**config.mk**
```make
export PLATFORM = sky130hd
export DESIGN_NAME = urf_rx_flags
export DESIGN_NICKNAME = d
export VERILOG_FILES = /design/src/verilog/urf_pkg.sv /design/src/verilog/urf_rx_flags.sv /design/src/verilog/urf_rx_shifter.sv
export VERILOG_INCLUDE_DIRS = /design/src /design/src/verilog
export SDC_FILE = /design/constraint.sdc
export NUM_CORES = 1
export LEC_CHECK = 0
export ABC_AREA = 1
export BUFFER_PORTS_ARGS = -buffer_cell sky130_fd_sc_hd__buf_2
export CORE_MARGIN = 2
export CORE_UTILIZATION = 30
export CTS_BUF_LIST = sky130_fd_sc_hd__clkbuf_4 sky130_fd_sc_hd__clkbuf_8
export CTS_CLUSTER_SIZE = 16
export DETAILED_ROUTE_END_ITERATION = 16
export GPL_ROUTABILITY_DRIVEN = 0
export GPL_TIMING_DRIVEN = 0
export PLACE_DENSITY_LB_ADDON = 0.3
export SYNTH_ARGS = -nofsm -noshare
export SYNTH_HDL_FRONTEND = slang
export SYNTH_HIERARCHICAL = 1
export SYNTH_SLANG_ARGS = --single-unit
```
**constraint.sdc**
```tcl
create_clock -name clk -period 2.47 [get_ports clk]
set_clock_uncertainty 0.2 [all_clocks]
set_input_delay 0 -clock clk [delete_from_list [all_inputs] [get_ports clk]]
set_output_delay 0 -clock clk [all_outputs]
set_load 0.005 [all_outputs]
```
**src/verilog/urf_map.svh**
```systemverilog
// Addresses, field positions, reset values and timing counts of the
// receive status flag block. Included by both design modules.
`ifndef URF_MAP_SVH
`define URF_MAP_SVH

`define URF_ADDR_STAT    8'h00
`define URF_ADDR_DATA    8'h04
`define URF_ADDR_CTRL    8'h08
`define URF_ADDR_BAUD    8'h0c

`define URF_STAT_FULL    5
`define URF_STAT_IDLE    4
`define URF_STAT_OVR     3
`define URF_STAT_NF      2
`define URF_CTRL_NINE    4
`define URF_CTRL_ILT     2

`define URF_PEND_FULL    3
`define URF_PEND_IDLE    2
`define URF_PEND_OVR     1
`define URF_PEND_NF      0

`define URF_BAUD_RST     16'h0000
`define URF_OS_TICKS     8'h10
`define URF_START_LO     4'h2
`define URF_START_HI     4'h8
`define URF_BIT_LO       4'h7
`define URF_BIT_HI       4'h9
`define URF_STOP_DONE    4'ha
`define URF_BIT_END      4'hf
`define URF_START_SMPS   3'h7
`define URF_BIT_SMPS     3'h3
`define URF_IDLE_BITS_8  8'h0a
`define URF_IDLE_BITS_9  8'h0b

`endif

```
**src/verilog/urf_pkg.sv**
```systemverilog
// Types shared by the receive flag block and its frame shifter.
// Assumes urf_map.svh supplies the addresses, field positions and timing counts.
package urf_pkg;
  typedef enum logic [3:0] {
    URF_WAIT  = 4'h1,
    URF_START = 4'h2,
    URF_DATA  = 4'h4,
    URF_STOP  = 4'h8
  } urf_rx_state_type;

  typedef struct packed {
    urf_rx_state_type st;
    logic [3:0]       os;
    logic [3:0]       bidx;
    logic [2:0]       ones;
    logic [2:0]       nsmp;
    logic             noise;
    logic [8:0]       data;
    logic             done;
  } urf_rx_type;

  typedef struct packed {
    logic [15:0] div_cnt;
    logic        tick;
    logic [15:0] baud;
    logic        nine;
    logic        quiet_count_start_select;
    logic [8:0]  data;
    logic        full;
    logic        ovr;
    logic        nf;
    logic        idle;
    logic        armed;
    logic [7:0]  idle_cnt;
    logic [3:0]  pend;
    logic        pready;
    logic        pslverr;
    logic [31:0] prdata;
  } urf_top_type;
endpackage

```
**src/verilog/urf_rx_flags.sv**
```systemverilog
// Receive status flags behind an APB slave: quiet line, overrun, noise.
// Assumes an APB master on clk and a receive line synchronous to clk.
`timescale 1ns/1ps
`include "urf_map.svh"
module urf_rx_flags
  import urf_pkg::*;
#(
  parameter int AW = 8
)(
  input  wire logic          clk,
  input  wire logic          rst,
  input  wire logic          psel,
  input  wire logic          penable,
  input  wire logic          pwrite,
  input  wire logic [AW-1:0] paddr,
  input  wire logic [31:0]   pwdata,
  output logic               pready,
  output logic [31:0]        prdata,
  output logic               pslverr,
  input  wire logic          rx_line
);
  generate
    if (AW < 4 || AW > 32) begin : g_bad_aw
      $error("AW must lie between 4 and 32");
    end
  endgenerate

  urf_top_type r_reg;
  urf_top_type r_next;

  logic       ch_done;
  logic [8:0] ch_data;
  logic       ch_noise;
  logic       ch_busy;
  logic       acc;
  logic       srd;
  logic       drd;
  logic [3:0] clr;
  logic       full_eff;
  logic [7:0] thr;

  function automatic logic hit(input logic [AW-1:0] a,
                               input logic [7:0]    off);
    return a == AW'(off);
  endfunction

  urf_rx_shifter u_shift (
    .clk     (clk),
    .rst     (rst),
    .rx      (rx_line),
    .os_tick (r_reg.tick),
    .nine    (r_reg.nine),
    .done    (ch_done),
    .data    (ch_data),
    .noise   (ch_noise),
    .busy    (ch_busy)
  );

  // Completion edge of an APB transfer; one wait state is always added
  assign acc = psel && penable && r_reg.pready;
  assign srd = acc && !pwrite && hit(paddr, `URF_ADDR_STAT);
  assign drd = acc && !pwrite && hit(paddr, `URF_ADDR_DATA);
  assign clr = drd ? r_reg.pend : 4'h0;
  assign full_eff = r_reg.full && !clr[`URF_PEND_FULL];
  assign thr = (r_reg.nine ? `URF_IDLE_BITS_9 : `URF_IDLE_BITS_8) *
               `URF_OS_TICKS;

  always_comb begin
    r_next = r_reg;

    // Oversample tick: baud + 1 clocks per tick, sixteen ticks per bit
    r_next.tick = (r_reg.div_cnt == 16'h0000);
    r_next.div_cnt = r_next.tick ? r_reg.baud
                                 : 16'(r_reg.div_cnt - 16'h0001);

    // APB answer, registered so the outputs come from flops
    r_next.pready = 1'b0;
    r_next.pslverr = 1'b0;
    if (psel && penable && !r_reg.pready) begin
      r_next.pready = 1'b1;
      r_next.prdata = 32'h0000_0000;
      if (hit(paddr, `URF_ADDR_STAT)) begin
        r_next.prdata[`URF_STAT_FULL] = r_reg.full;
        r_next.prdata[`URF_STAT_IDLE] = r_reg.idle;
        r_next.prdata[`URF_STAT_OVR] = r_reg.ovr;
        r_next.prdata[`URF_STAT_NF] = r_reg.nf;
      end else if (hit(paddr, `URF_ADDR_DATA)) begin
        r_next.prdata[8:0] = r_reg.data;
      end else if (hit(paddr, `URF_ADDR_CTRL)) begin
        r_next.prdata[`URF_CTRL_NINE] = r_reg.nine;
        r_next.prdata[`URF_CTRL_ILT] = r_reg.quiet_count_start_select;
      end else if (hit(paddr, `URF_ADDR_BAUD)) begin
        r_next.prdata[15:0] = r_reg.baud;
      end else begin
        r_next.pslverr = 1'b1;
      end
    end

    if (acc && pwrite) begin
      if (hit(paddr, `URF_ADDR_CTRL)) begin
        r_next.nine = pwdata[`URF_CTRL_NINE];
        r_next.quiet_count_start_select = pwdata[`URF_CTRL_ILT];
      end else if (hit(paddr, `URF_ADDR_BAUD)) begin
        r_next.baud = pwdata[15:0];
      end
    end

    // First step of the clear: remember the flags software actually saw
    if (srd) begin
      r_next.pend[`URF_PEND_FULL] = r_reg.prdata[`URF_STAT_FULL];
      r_next.pend[`URF_PEND_IDLE] = r_reg.prdata[`URF_STAT_IDLE];
      r_next.pend[`URF_PEND_OVR] = r_reg.prdata[`URF_STAT_OVR];
      r_next.pend[`URF_PEND_NF] = r_reg.prdata[`URF_STAT_NF];
    end else if (drd) begin
      r_next.pend = 4'h0;
    end

    // Second step: a data read clears what was seen; sets below win
    r_next.full = full_eff;
    r_next.idle = r_reg.idle && !clr[`URF_PEND_IDLE];
    r_next.ovr = r_reg.ovr && !clr[`URF_PEND_OVR];
    r_next.nf = r_reg.nf && !clr[`URF_PEND_NF];

    // Quiet-line timer in oversample ticks, saturating at the threshold;
    // a shorter quiet time chosen mid-count pulls it down at once
    if (r_reg.tick && (!rx_line || (r_reg.quiet_count_start_select && ch_busy))) begin
      r_next.idle_cnt = 8'h00;
    end else if (r_reg.idle_cnt > thr) begin
      r_next.idle_cnt = thr;
    end else if (r_reg.tick && r_reg.idle_cnt < thr) begin
      r_next.idle_cnt = 8'(r_reg.idle_cnt + 8'h01);
    end

    // Only one report per quiet period; rearmed by the next loaded character, not one lost to overrun
    if (r_reg.armed && r_reg.idle_cnt >= thr) begin
      r_next.idle = 1'b1;
      r_next.armed = 1'b0;
    end

    if (ch_done) begin
      if (full_eff) begin
        r_next.ovr = 1'b1;
      end else begin
        r_next.data = ch_data;
        r_next.full = 1'b1;
        r_next.nf = ch_noise;
        r_next.armed = 1'b1;
      end
    end
  end

  always_ff @(posedge clk or posedge rst) begin
    if (rst) begin
      r_reg <= '{baud: `URF_BAUD_RST, default: '0};
    end else begin
      r_reg <= r_next;
    end
  end

  assign pready  = r_reg.pready;
  assign prdata  = r_reg.prdata;
  assign pslverr = r_reg.pslverr;
endmodule

```
**src/verilog/urf_rx_shifter.sv**
```systemverilog
// Oversampled frame receiver: start detect, voted bits, noise marking.
// Assumes os_tick pulses sixteen times per bit and rx is synchronous.
`timescale 1ns/1ps
`include "urf_map.svh"
module urf_rx_shifter
  import urf_pkg::*;
(
  input  wire logic       clk,
  input  wire logic       rst,
  input  wire logic       rx,
  input  wire logic       os_tick,
  input  wire logic       nine,
  output logic            done,
  output logic [8:0]      data,
  output logic            noise,
  output logic            busy
);
  urf_rx_type r_reg;
  urf_rx_type r_next;

  function automatic logic mixed(input logic [2:0] ones,
                                 input logic [2:0] n);
    return (ones != 3'h0) && (ones != n);
  endfunction

  always_comb begin
    r_next = r_reg;
    r_next.done = 1'b0;
    if (os_tick) begin
      r_next.os = 4'(r_reg.os + 4'h1);
      case (r_reg.st)
        URF_WAIT: begin
          if (!rx) begin
            r_next.st = URF_START;
            r_next.os = 4'h1;
            r_next.ones = 3'h0;
            r_next.nsmp = 3'h0;
            r_next.noise = 1'b0;
            r_next.data = 9'h000;
          end
        end
        URF_START: begin
          if (r_reg.os >= `URF_START_LO && r_reg.os <= `URF_START_HI) begin
            r_next.ones = 3'(r_reg.ones + {2'h0, rx});
            r_next.nsmp = 3'(r_reg.nsmp + 3'h1);
          end
          if (r_reg.os == `URF_BIT_END) begin
            // Mostly high samples mean a glitch, not a start bit
            if (r_reg.ones > 3'h3) begin
              r_next.st = URF_WAIT;
            end else begin
              r_next.st = URF_DATA;
              r_next.noise = mixed(r_reg.ones, `URF_START_SMPS);
              r_next.bidx = 4'h0;
              r_next.ones = 3'h0;
              r_next.nsmp = 3'h0;
            end
          end
        end
        default: begin
          if (r_reg.os >= `URF_BIT_LO && r_reg.os <= `URF_BIT_HI) begin
            r_next.ones = 3'(r_reg.ones + {2'h0, rx});
            r_next.nsmp = 3'(r_reg.nsmp + 3'h1);
          end
          if (r_reg.st == URF_DATA && r_reg.os == `URF_BIT_END) begin
            r_next.data[r_reg.bidx] = (r_reg.ones >= 3'h2);
            r_next.noise = r_reg.noise |
                           mixed(r_reg.ones, `URF_BIT_SMPS);
            r_next.ones = 3'h0;
            r_next.nsmp = 3'h0;
            r_next.bidx = 4'(r_reg.bidx + 4'h1);
            if (r_reg.bidx == (nine ? 4'h8 : 4'h7)) begin
              r_next.st = URF_STOP;
            end
          end
          // Hand over at mid stop so a late stop edge cannot hide the data
          if (r_reg.st == URF_STOP && r_reg.os == `URF_STOP_DONE) begin
            r_next.done = 1'b1;
            r_next.noise = r_reg.noise | mixed(r_reg.ones, `URF_BIT_SMPS);
          end
          if (r_reg.st == URF_STOP && r_reg.os == `URF_BIT_END) begin
            r_next.st = URF_WAIT;
          end
        end
      endcase
    end
  end

  always_ff @(posedge clk or posedge rst) begin
    if (rst) begin
      r_reg <= '{st: URF_WAIT, default: '0};
    end else begin
      r_reg <= r_next;
    end
  end

  assign done  = r_reg.done;
  assign data  = r_reg.data;
  assign noise = r_reg.noise;
  assign busy  = (r_reg.st != URF_WAIT);
endmodule
```
; ---- Word-level counts from Yosys, hierarchy flattened
; Cells that the tools add are included.
[op_classes]
add_sub_neg = 6
multipliers = 0
div = 0
order_cmp = 11
eq_ne = 16
n_shift = 0
mux = 55
n_bitwise = 5
reduce_logical = 51
[ops]
columns = cell, n
row1 = two-way mux 16 bit, 3
row2 = two-way mux 4 bit, 10
row3 = two-way mux 34 bit, 1
row4 = two-way mux 11 bit, 3
row5 = two-way mux 8 bit, 4
row6 = logical AND 1 bit, 23
row7 = two-way mux 20 bit, 1
row8 = case mux 9 bit (2 select lines), 1
row9 = two-way mux 1 bit, 17
row10 = == test 8 x 4 -> 1 bit (second input constant), 2
row11 = logical NOT 16 bit, 1
row12 = case mux 4 bit (2 select lines), 2
row13 = nonzero test 4 bit, 4
row14 = subtractor 16 x 1 -> 16 bit (second input constant), 1
row15 = AND reduction 5 bit, 3
row16 = case mux 7 bit (2 select lines), 1
row17 = == test 4 bit (second input constant), 3
row18 = two-way mux 6 bit, 2
row19 = two-way mux 10 bit, 1
row20 = bitwise mux 9 bit, 1
row21 = two-way mux 9 bit, 1
row22 = adder 4 x 1 -> 4 bit (second input constant), 2
row23 = adder 8 x 1 -> 8 bit (second input constant), 1
row24 = == test 8 x 3 -> 1 bit (second input constant), 1
row25 = 36 further kinds, 55
[totals]
reg_bits = 108
latchBits = 0
mem_bits_rw = 0
mem_bits_ro = 0
inputBits = 46
memories = 0

; ---- Longest topological paths before layout
; Gate-level depths: netlist (run 1).
[depth]
depth_word = 10
ltp_mapped = 12
ltp_nobuf = 12

; ---- Hierarchy
; Netlist (run 1), hierarchy kept.
[by_module_without_submodules]
columns = module, n_inst, cells_each, area_each_um2, seq_area_each_um2
row1 = urf_rx_flags, 1, 537, 4177.8, 1976.9
row2 = urf_rx_shifter, 1, 279, 1925.6, 651.9

; ---- Worst setup path before layout (run 1)
; OpenSTA, ideal clock, no wires.
[synth_path]
path_kind = register to register
start = reg u_shift/r_reg[22] (netlist bit)
end = reg u_shift/r_reg[28] (netlist bit)
setup_ns = 0.117
arrival_time_ns = 1.339
path_slack_ns = 0.814
stages_incl_launch_ff = 9
cell_sequence = dfrtp_1 > ha_1 > nand3_1 > nand3_1 > inv_1 > nor2_1 > nand2_2 > nand2_1 > nand2_1
[synth_via]
elab_chain_len = 4
[synth_rtl]
columns = item, line_no
row1 = "start, declared", urf_rx_shifter.sv:18  ; urf_rx_type r_reg;
row2 = "start signal, assigned", urf_rx_shifter.sv:93  ; r_reg <= r_next;
row3 = == test 4 bit (no source line) (*), -
row4 = logical AND 1 bit (no source line), -
row5 = nonzero test 4 bit (no source line) / two-way mux 4 bit (equally long branches), -
row6 = AND reduction 5 bit (no source line) / case mux 4 bit (2 select lines) (equally long branches), -
; Every way passes the cells marked *; elsewhere a longest branch is shown, timed or not.
; A chain may end at the register's enable or synchronous reset.

; ---- Worst setup path after layout (run 1)
[layout_path]
start = in paddr[2]
end = reg r_reg[61] (netlist bit)
[layout_via]
elab_chain_len = 2
[layout_rtl]
columns = item, line_no
row1 = "start, declared", urf_rx_flags.sv:15  ; input wire logic [AW-1:0] paddr,
row2 = == test 8 x 4 -> 1 bit, urf_rx_flags.sv:44  ; return a == AW'(off);
row3 = AND reduction 2 bit (no source line), -
row4 = "end signal, assigned", urf_rx_flags.sv:156  ; r_reg <= r_next;
row5 = "end, declared", urf_rx_flags.sv:28  ; urf_top_type r_reg;
; No other way between the ends.

==> qor.yml, run 1 <==
drt-vias-per-instance: 4.409
crit_chain: "dlygate4sd3_1, buf_2, inv_1, nand2_1, nor2_2, nand2_1, nor2_1, nand2_1, dlygate4sd3_1, nand2_1, dlygate4sd3_1"
synth_area_mm2: 0.006103
rows: 52
rsz0062_at_grt: "false"
final_cell_mix: "255 x nand2_1, 104 x dfrtp_1, 85 x nor2_1, 84 x inv_1, 81 x nand3_1"
avgSynthCellArea_um2: 7.480
final_util_pct: 36.94
min_period_ps: 2344
critPathArrivalTime_ps: 2480
reg2reg_to: "r_reg[37]"
largest_reg_flops: 61
grt_pass1_wl_um: 25010
r2r_cells: 6
cpMostUsedCell: "nand2_1"
seq_area_frac_synth_pct: 43.07
die_x_um: 146.6
num_vias: 5331
syn_inst: 816
clockRootBuffer: "clkbuf_8"
drc: 0
clock_path_buffers: 2
hold_violations: 0
status: "completed"
die_area_mm2: 0.02150
synth_compound_gate_area_share_pct: 8.262
finalSetupTns_ps: 0
layout_commonest_cell: "nand2_1"
hpwl_um: 10840
multi_input_area_mm2: 0.002820
core-area_mm2: 0.02010
crit_fanout: 3
hold_depth: 4
finalCritPeriodShare_pct: 94.91
drt_iter0_drc: 314
worstHoldEndpoint: "r_reg[67]"
synth.distinct_cells: 33
io_buffers: 47
regArea_mm2: 0.002629
area_growth_pct: 21.69
initial_core_util_pct: 30.36
slowest_stage: "dlygate4sd3_1"
start_kind: "input pin"
die_h_um: 146.6
setup_viol_count_final: 0
clk_pin_slew_ps: 110
crit_type: "in -> reg"
wl_per_cell_um: 12.35
grt_use_total_pct: 14.26
io_pins: 80
clk_latency_ps: 380
p_total_w: 0.003088
grt_pass1_vias: 5041
muxShareOfSynthArea_pct: 0
yosys_warnings: 6
maxCapViolations: 0
r2r_slack_ps: 130
max_stage_delay_ps: 550
drtAntennaViolNets: 0
overflow: 0
antenna_cells: 0
hold_class: "in -> reg"
holdCritStartpoint: "pwdata[5]"
wl_um: 14930
htree_levels: 3
yosys.area_share.simple_pct: 32.04
nets: 995
powerDensity_mw_per_mm2: 415.7
fin_cells: 1209
drv_slew: 0
fill_cells: 2100
worst_pin_slew_ps: 1049
max_slew_margin_pct: 29.97
numCtsBuffers: 9
cp.required_ps: 2600
worstSetupEndpointType: "flop"
clock.fmax_mhz: 426.6
p_leak_nw: 3.901
cts_tree: "built"
synth_top_family_by_area: "simple AND/OR/NAND/NOR gates"
synth_xor_area_share_pct: 1.579
peakVddDrop_mv: 0.2948
dr.pass1.iters: 5
drive_above_1_share_pct: 16.29
clock_sinks: 105
synthAdderAreaFrac_pct: 3.075
r2r-start: "pready"
grt_max_degree: 68
dp_cells: 1149
antenna_found_initial: 0
ys_seq_elements: 105
[timing repair]
item,CTS,global route
buffers inserted,0,3
setup endpoints to repair,0,5
gates resized for setup,0,8
hold buffers,41,1
endpoints found under the hold margin,152,1
[layer usage]
| metal | vias up | share of wire [%] | GRT usage (%) | wire (um) |
|---|---|---|---|---|
| li1 | 2766 | - | - | - |
| met1 | 2465 | 48 | 19.27 | 7106 |
| met2 | 91 | 48 | 23.87 | 7157 |
| met3 | 9 | 3.6 | 2.594 | 538 |
| met4 | 0 | 0.84 | 3.204 | 125 |
| met5 | - | 0 | 0 | 0 |
[report_power, final]
| group | switching [W] | leakage (nW) | internal [W] |
|---|---|---|---|
| clock | 0.000627 | 0.110 | 0.000525 |
| combinational | 0.000102 | 2.51 | 0.0000960 |
| sequential | 0.00000900 | 1.28 | 0.00173 |
| total | 0.000738 | 3.90 | 0.00235 |
[cell usage after synthesis]
library cell | n | area, um^2
a21boi_1 | 1 | 7.510
a21oi_1 | 8 | 40.04
a21oi_4 | 2 | 32.53
a22o_1 | 7 | 61.31
buf_2 | 5 | 25.02
buf_4 | 46 | 345.3
buf_6 | 2 | 22.52
clkbuf_1 | 2 | 7.510
conb_1 | 1 | 3.750
dfrtp_1 | 104 | 2603
dfstp_2 | 1 | 26.28
ha_1 | 15 | 187.7
inv_1 | 85 | 319.1
inv_2 | 2 | 7.510
nand2_1 | 257 | 964.7
nand2_2 | 7 | 43.79
nand2_4 | 1 | 11.26
nand3_1 | 81 | 405.4
nand3_2 | 1 | 10.01
nand3_4 | 1 | 17.52
nand3b_2 | 1 | 11.26
nand4_1 | 7 | 43.79
nor2_1 | 86 | 322.8
nor2_2 | 6 | 37.54
nor2_4 | 6 | 67.56
nor3_1 | 4 | 20.02
o211ai_1 | 9 | 67.56
o21a_1 | 1 | 7.510
o21ai_0 | 42 | 210.2
o21ai_1 | 11 | 55.05
o21bai_1 | 3 | 22.52
xnor2_1 | 5 | 43.79
xor2_1 | 6 | 52.55
[cell type report]
type / count / area share (%)
multi-input combinational: 584 / 37.97
sequential: 105 / 35.39
timing repair buffer: 92 / 9.367
buffer: 55 / 5.391
tap: 270 / 4.549
inverter: 87 / 4.464
clock buffer: 11 / 1.954
clock inverter: 5 / 0.9097
[worst max path at each step]
stage,from,end
final,paddr[2],r_reg[61]
after global routing,pready,r_reg[37]
after CTS,pready,r_reg[61]
after detailed placement,r_reg[78],u_shift/data[5]
after global placement,rst,r_reg[37]
after floorplan,rst,prdata[0]
[cells by family (layout without fill, tap and decap cells)]
family                     count (synthesis)  count (layout)
buffers and inverters                    142             250
AOI/OAI and AO/OA                         84              84
adders and majority gates                 15              15
xor gates and xnor gates                  11              11
other                                      1              16
DFF                                      105             105
and+or+nand+nor                          458             458
[stage by stage]
step / hold slack (ps) / worst slack [ps] / area (um^2)
floorplan: -160.7 / 246.6 / 6160
global placement: 18.18 / -908.4 / 6733
detailed placement: -231.9 / 437.3 / 6763
CTS: 18.20 / 35.65 / 7386
global route: 170.3 / 4.361 / 7427
finish: 182.4 / 125.8 / 7427
[worst max-delay path: cells and delay by family]
| family | cells | cell delay (ps) |
|---|---|---|
| buffers and inverters | 5 | 1860 |
| AND/OR/NAND/NOR | 6 | 610 |
Power figures use the tool's default switching activity.
==> inputs of run 2 (changes only) <==
Settings changed: BUFFER_PORTS_ARGS -buffer_cell sky130_fd_sc_hd__buf_2 to -buffer_cell sky130_fd_sc_hd__clkbuf_2.
==> qor.yml, run 2 (synthesis gave the netlist of run 1 again) <==
worstSetupEndpointType: "flop"
power_frac_seq_pct: 55.5
grt_pass1_wl_um: 24910
drive_above_1_share_pct: 15.96
drv_slew: 0
rows: 52
clock_sinks: 105
clk_pin_slew_ps: 110
final_cell_mix: "257 x nand2_1, 104 x dfrtp_1, 85 x nor2_1, 84 x inv_1, 81 x nand3_1"
dpl_cell_area_mm2: 0.006763
largest_reg_flops: 61
worstHoldEndpoint: "r_reg[74]"
drt_iter0_drc: 356
clock.fmax_mhz: 421.1
crit_chain: "dlygate4sd3_1, clkbuf_2, nand2_1, dlygate4sd3_1, nor2_4, nand2_4, nor2_4, buf_6, nand2_1, nand2_1, dlygate4sd3_1"
max_stage_delay_ps: 590
clkPwrFrac_pct: 38.2
peakVddDrop_mv: 0.2273
grt_use_total_pct: 14.33
critPathArrivalTime_ps: 2500
switching_share_pct: 22.95
reg2reg_to: "r_reg[37]"
clk_latency_ps: 390
rsz0062_at_grt: "true"
layout_commonest_cell: "nand2_1"
start_kind: "input pin"
hpwl_um: 10930
core-area_mm2: 0.02010
io_pins: 80
clockRootBuffer: "clkbuf_8"
crit_fanout: 10
p_int_w: 0.002413
antenna_cells: 0
crit_type: "in -> reg"
r2r_cells: 6
numCtsBuffers: 9
holdCritStartpoint: "pwdata[12]"
dp_cells: 1149
die_h_um: 146.6
fill_cells: 2111
drtAntennaViolNets: 0
whs_ps: 183.2
antenna_found_initial: 0
p_total_w: 0.003132
finalCritPeriodShare_pct: 96.13
worst_pin_slew_ps: 1003
die_x_um: 146.6
initial_core_util_pct: 30.36
grt_max_degree: 70
setup_viol_count_final: 0
maxCapViolations: 0
p_switching_w: 0.0007189
comb_power_share_pct: 6.4
powerDensity_mw_per_mm2: 420.8
area_growth_pct: 21.96
slowest_stage: "dlygate4sd3_1"
hold_violations: 0
drt-vias-per-instance: 4.442
hold_depth: 4
final_area_mm2: 0.007443
htree_levels: 3
r2r-start: "pready"
cp.required_ps: 2600
multi_input_area_mm2: 0.002811
status: "completed"
r2r_slack_ps: 120
nets: 997
wl_um: 15030
drc: 0
min_period_ps: 2374
cts_tree: "built"
regArea_mm2: 0.002629
die_area_mm2: 0.02150
overflow: 0
grt_pass1_vias: 5075
dr.pass1.iters: 5
p_leak_nw: 3.901
finalSetupTns_ps: 0
num_vias: 5375
max_slew_margin_pct: 33.05
clock_path_buffers: 2
io_buffers: 47
hold_class: "in -> reg"
fin_cells: 1210
wl_per_cell_um: 12.42
-- run 2: changes by cell type in the layout (fill, tap and decap cells not counted), moves of 2 or more --
cell	change
clkbuf_2	+47
nand2_2	-2
nand2_1	+2
buf_2	-47
-- run 2: critical path, delay by kind of cell --
family | cells | cell delay, ps
buffers and inverters | 5 | 1970
AND/OR/NAND/NOR | 6 | 530
-- run 2: area by class of cell --
type | instances | share of cell area [%]
multi-input combinational | 584 | 37.77
clock inverter | 5 | 1.177
clock buffer | 10 | 1.765
sequential | 105 | 35.32
inverter | 87 | 4.421
buffer | 55 | 5.429
tap | 270 | 4.539
timing repair buffer | 94 | 9.581
-- run 2: worst max-delay path by stage --
stage	from	to	slack [ps]
detailed placement	r_reg[78]	u_shift/data[5]	430
global route	paddr[7]	r_reg[60]	-40
finish	paddr[3]	r_reg[72]	100
global placement	rst	prdata[8]	-930
CTS	pready	r_reg[60]	40
floorplan	rst	prdata[0]	250
-- run 2: power by group through the flow --
stage,logic [W],clock network (W),registers [W]
3_3_place_gp,0.000153,0,0.00177
3_5_place_dp,0.000158,0,0.00177
2_1_floorplan,0.0000914,0,0.00177
6_report,0.000199,0.00120,0.00174
5_1_grt,0.000223,0.00132,0.00174
4_1_cts,0.000200,0.00125,0.00174
-- run 2: timing repair --
action,CTS,global route
endpoints found under the setup margin,0,6
resized for setup,0,4
buffers inserted,0,4
hold buffers,42,1
endpoints found under the hold margin,150,5
-- run 2: metrics by stage --
| step | worst slack (ps) | utilization, % |
|---|---|---|
| 2_1_floorplan | 246.6 | - |
| 3_3_place_gp | -929.8 | 33.49 |
| 3_5_place_dp | 432.5 | 33.64 |
| 4_1_cts | 36.07 | 36.82 |
| 5_1_grt | -43.12 | 37.02 |
| 6_report | 95.54 | 37.02 |
-- run 2: metal layers --
| metal | track usage [%] | up-vias | wire length [um] |
|---|---|---|---|
| li1 | - | 2768 | - |
| met1 | 18.81 | 2489 | 7159 |
| met2 | 23.59 | 101 | 7059 |
| met3 | 2.875 | 17 | 517 |
| met4 | 4.951 | 0 | 291 |
| met5 | 0 | - | 0 |
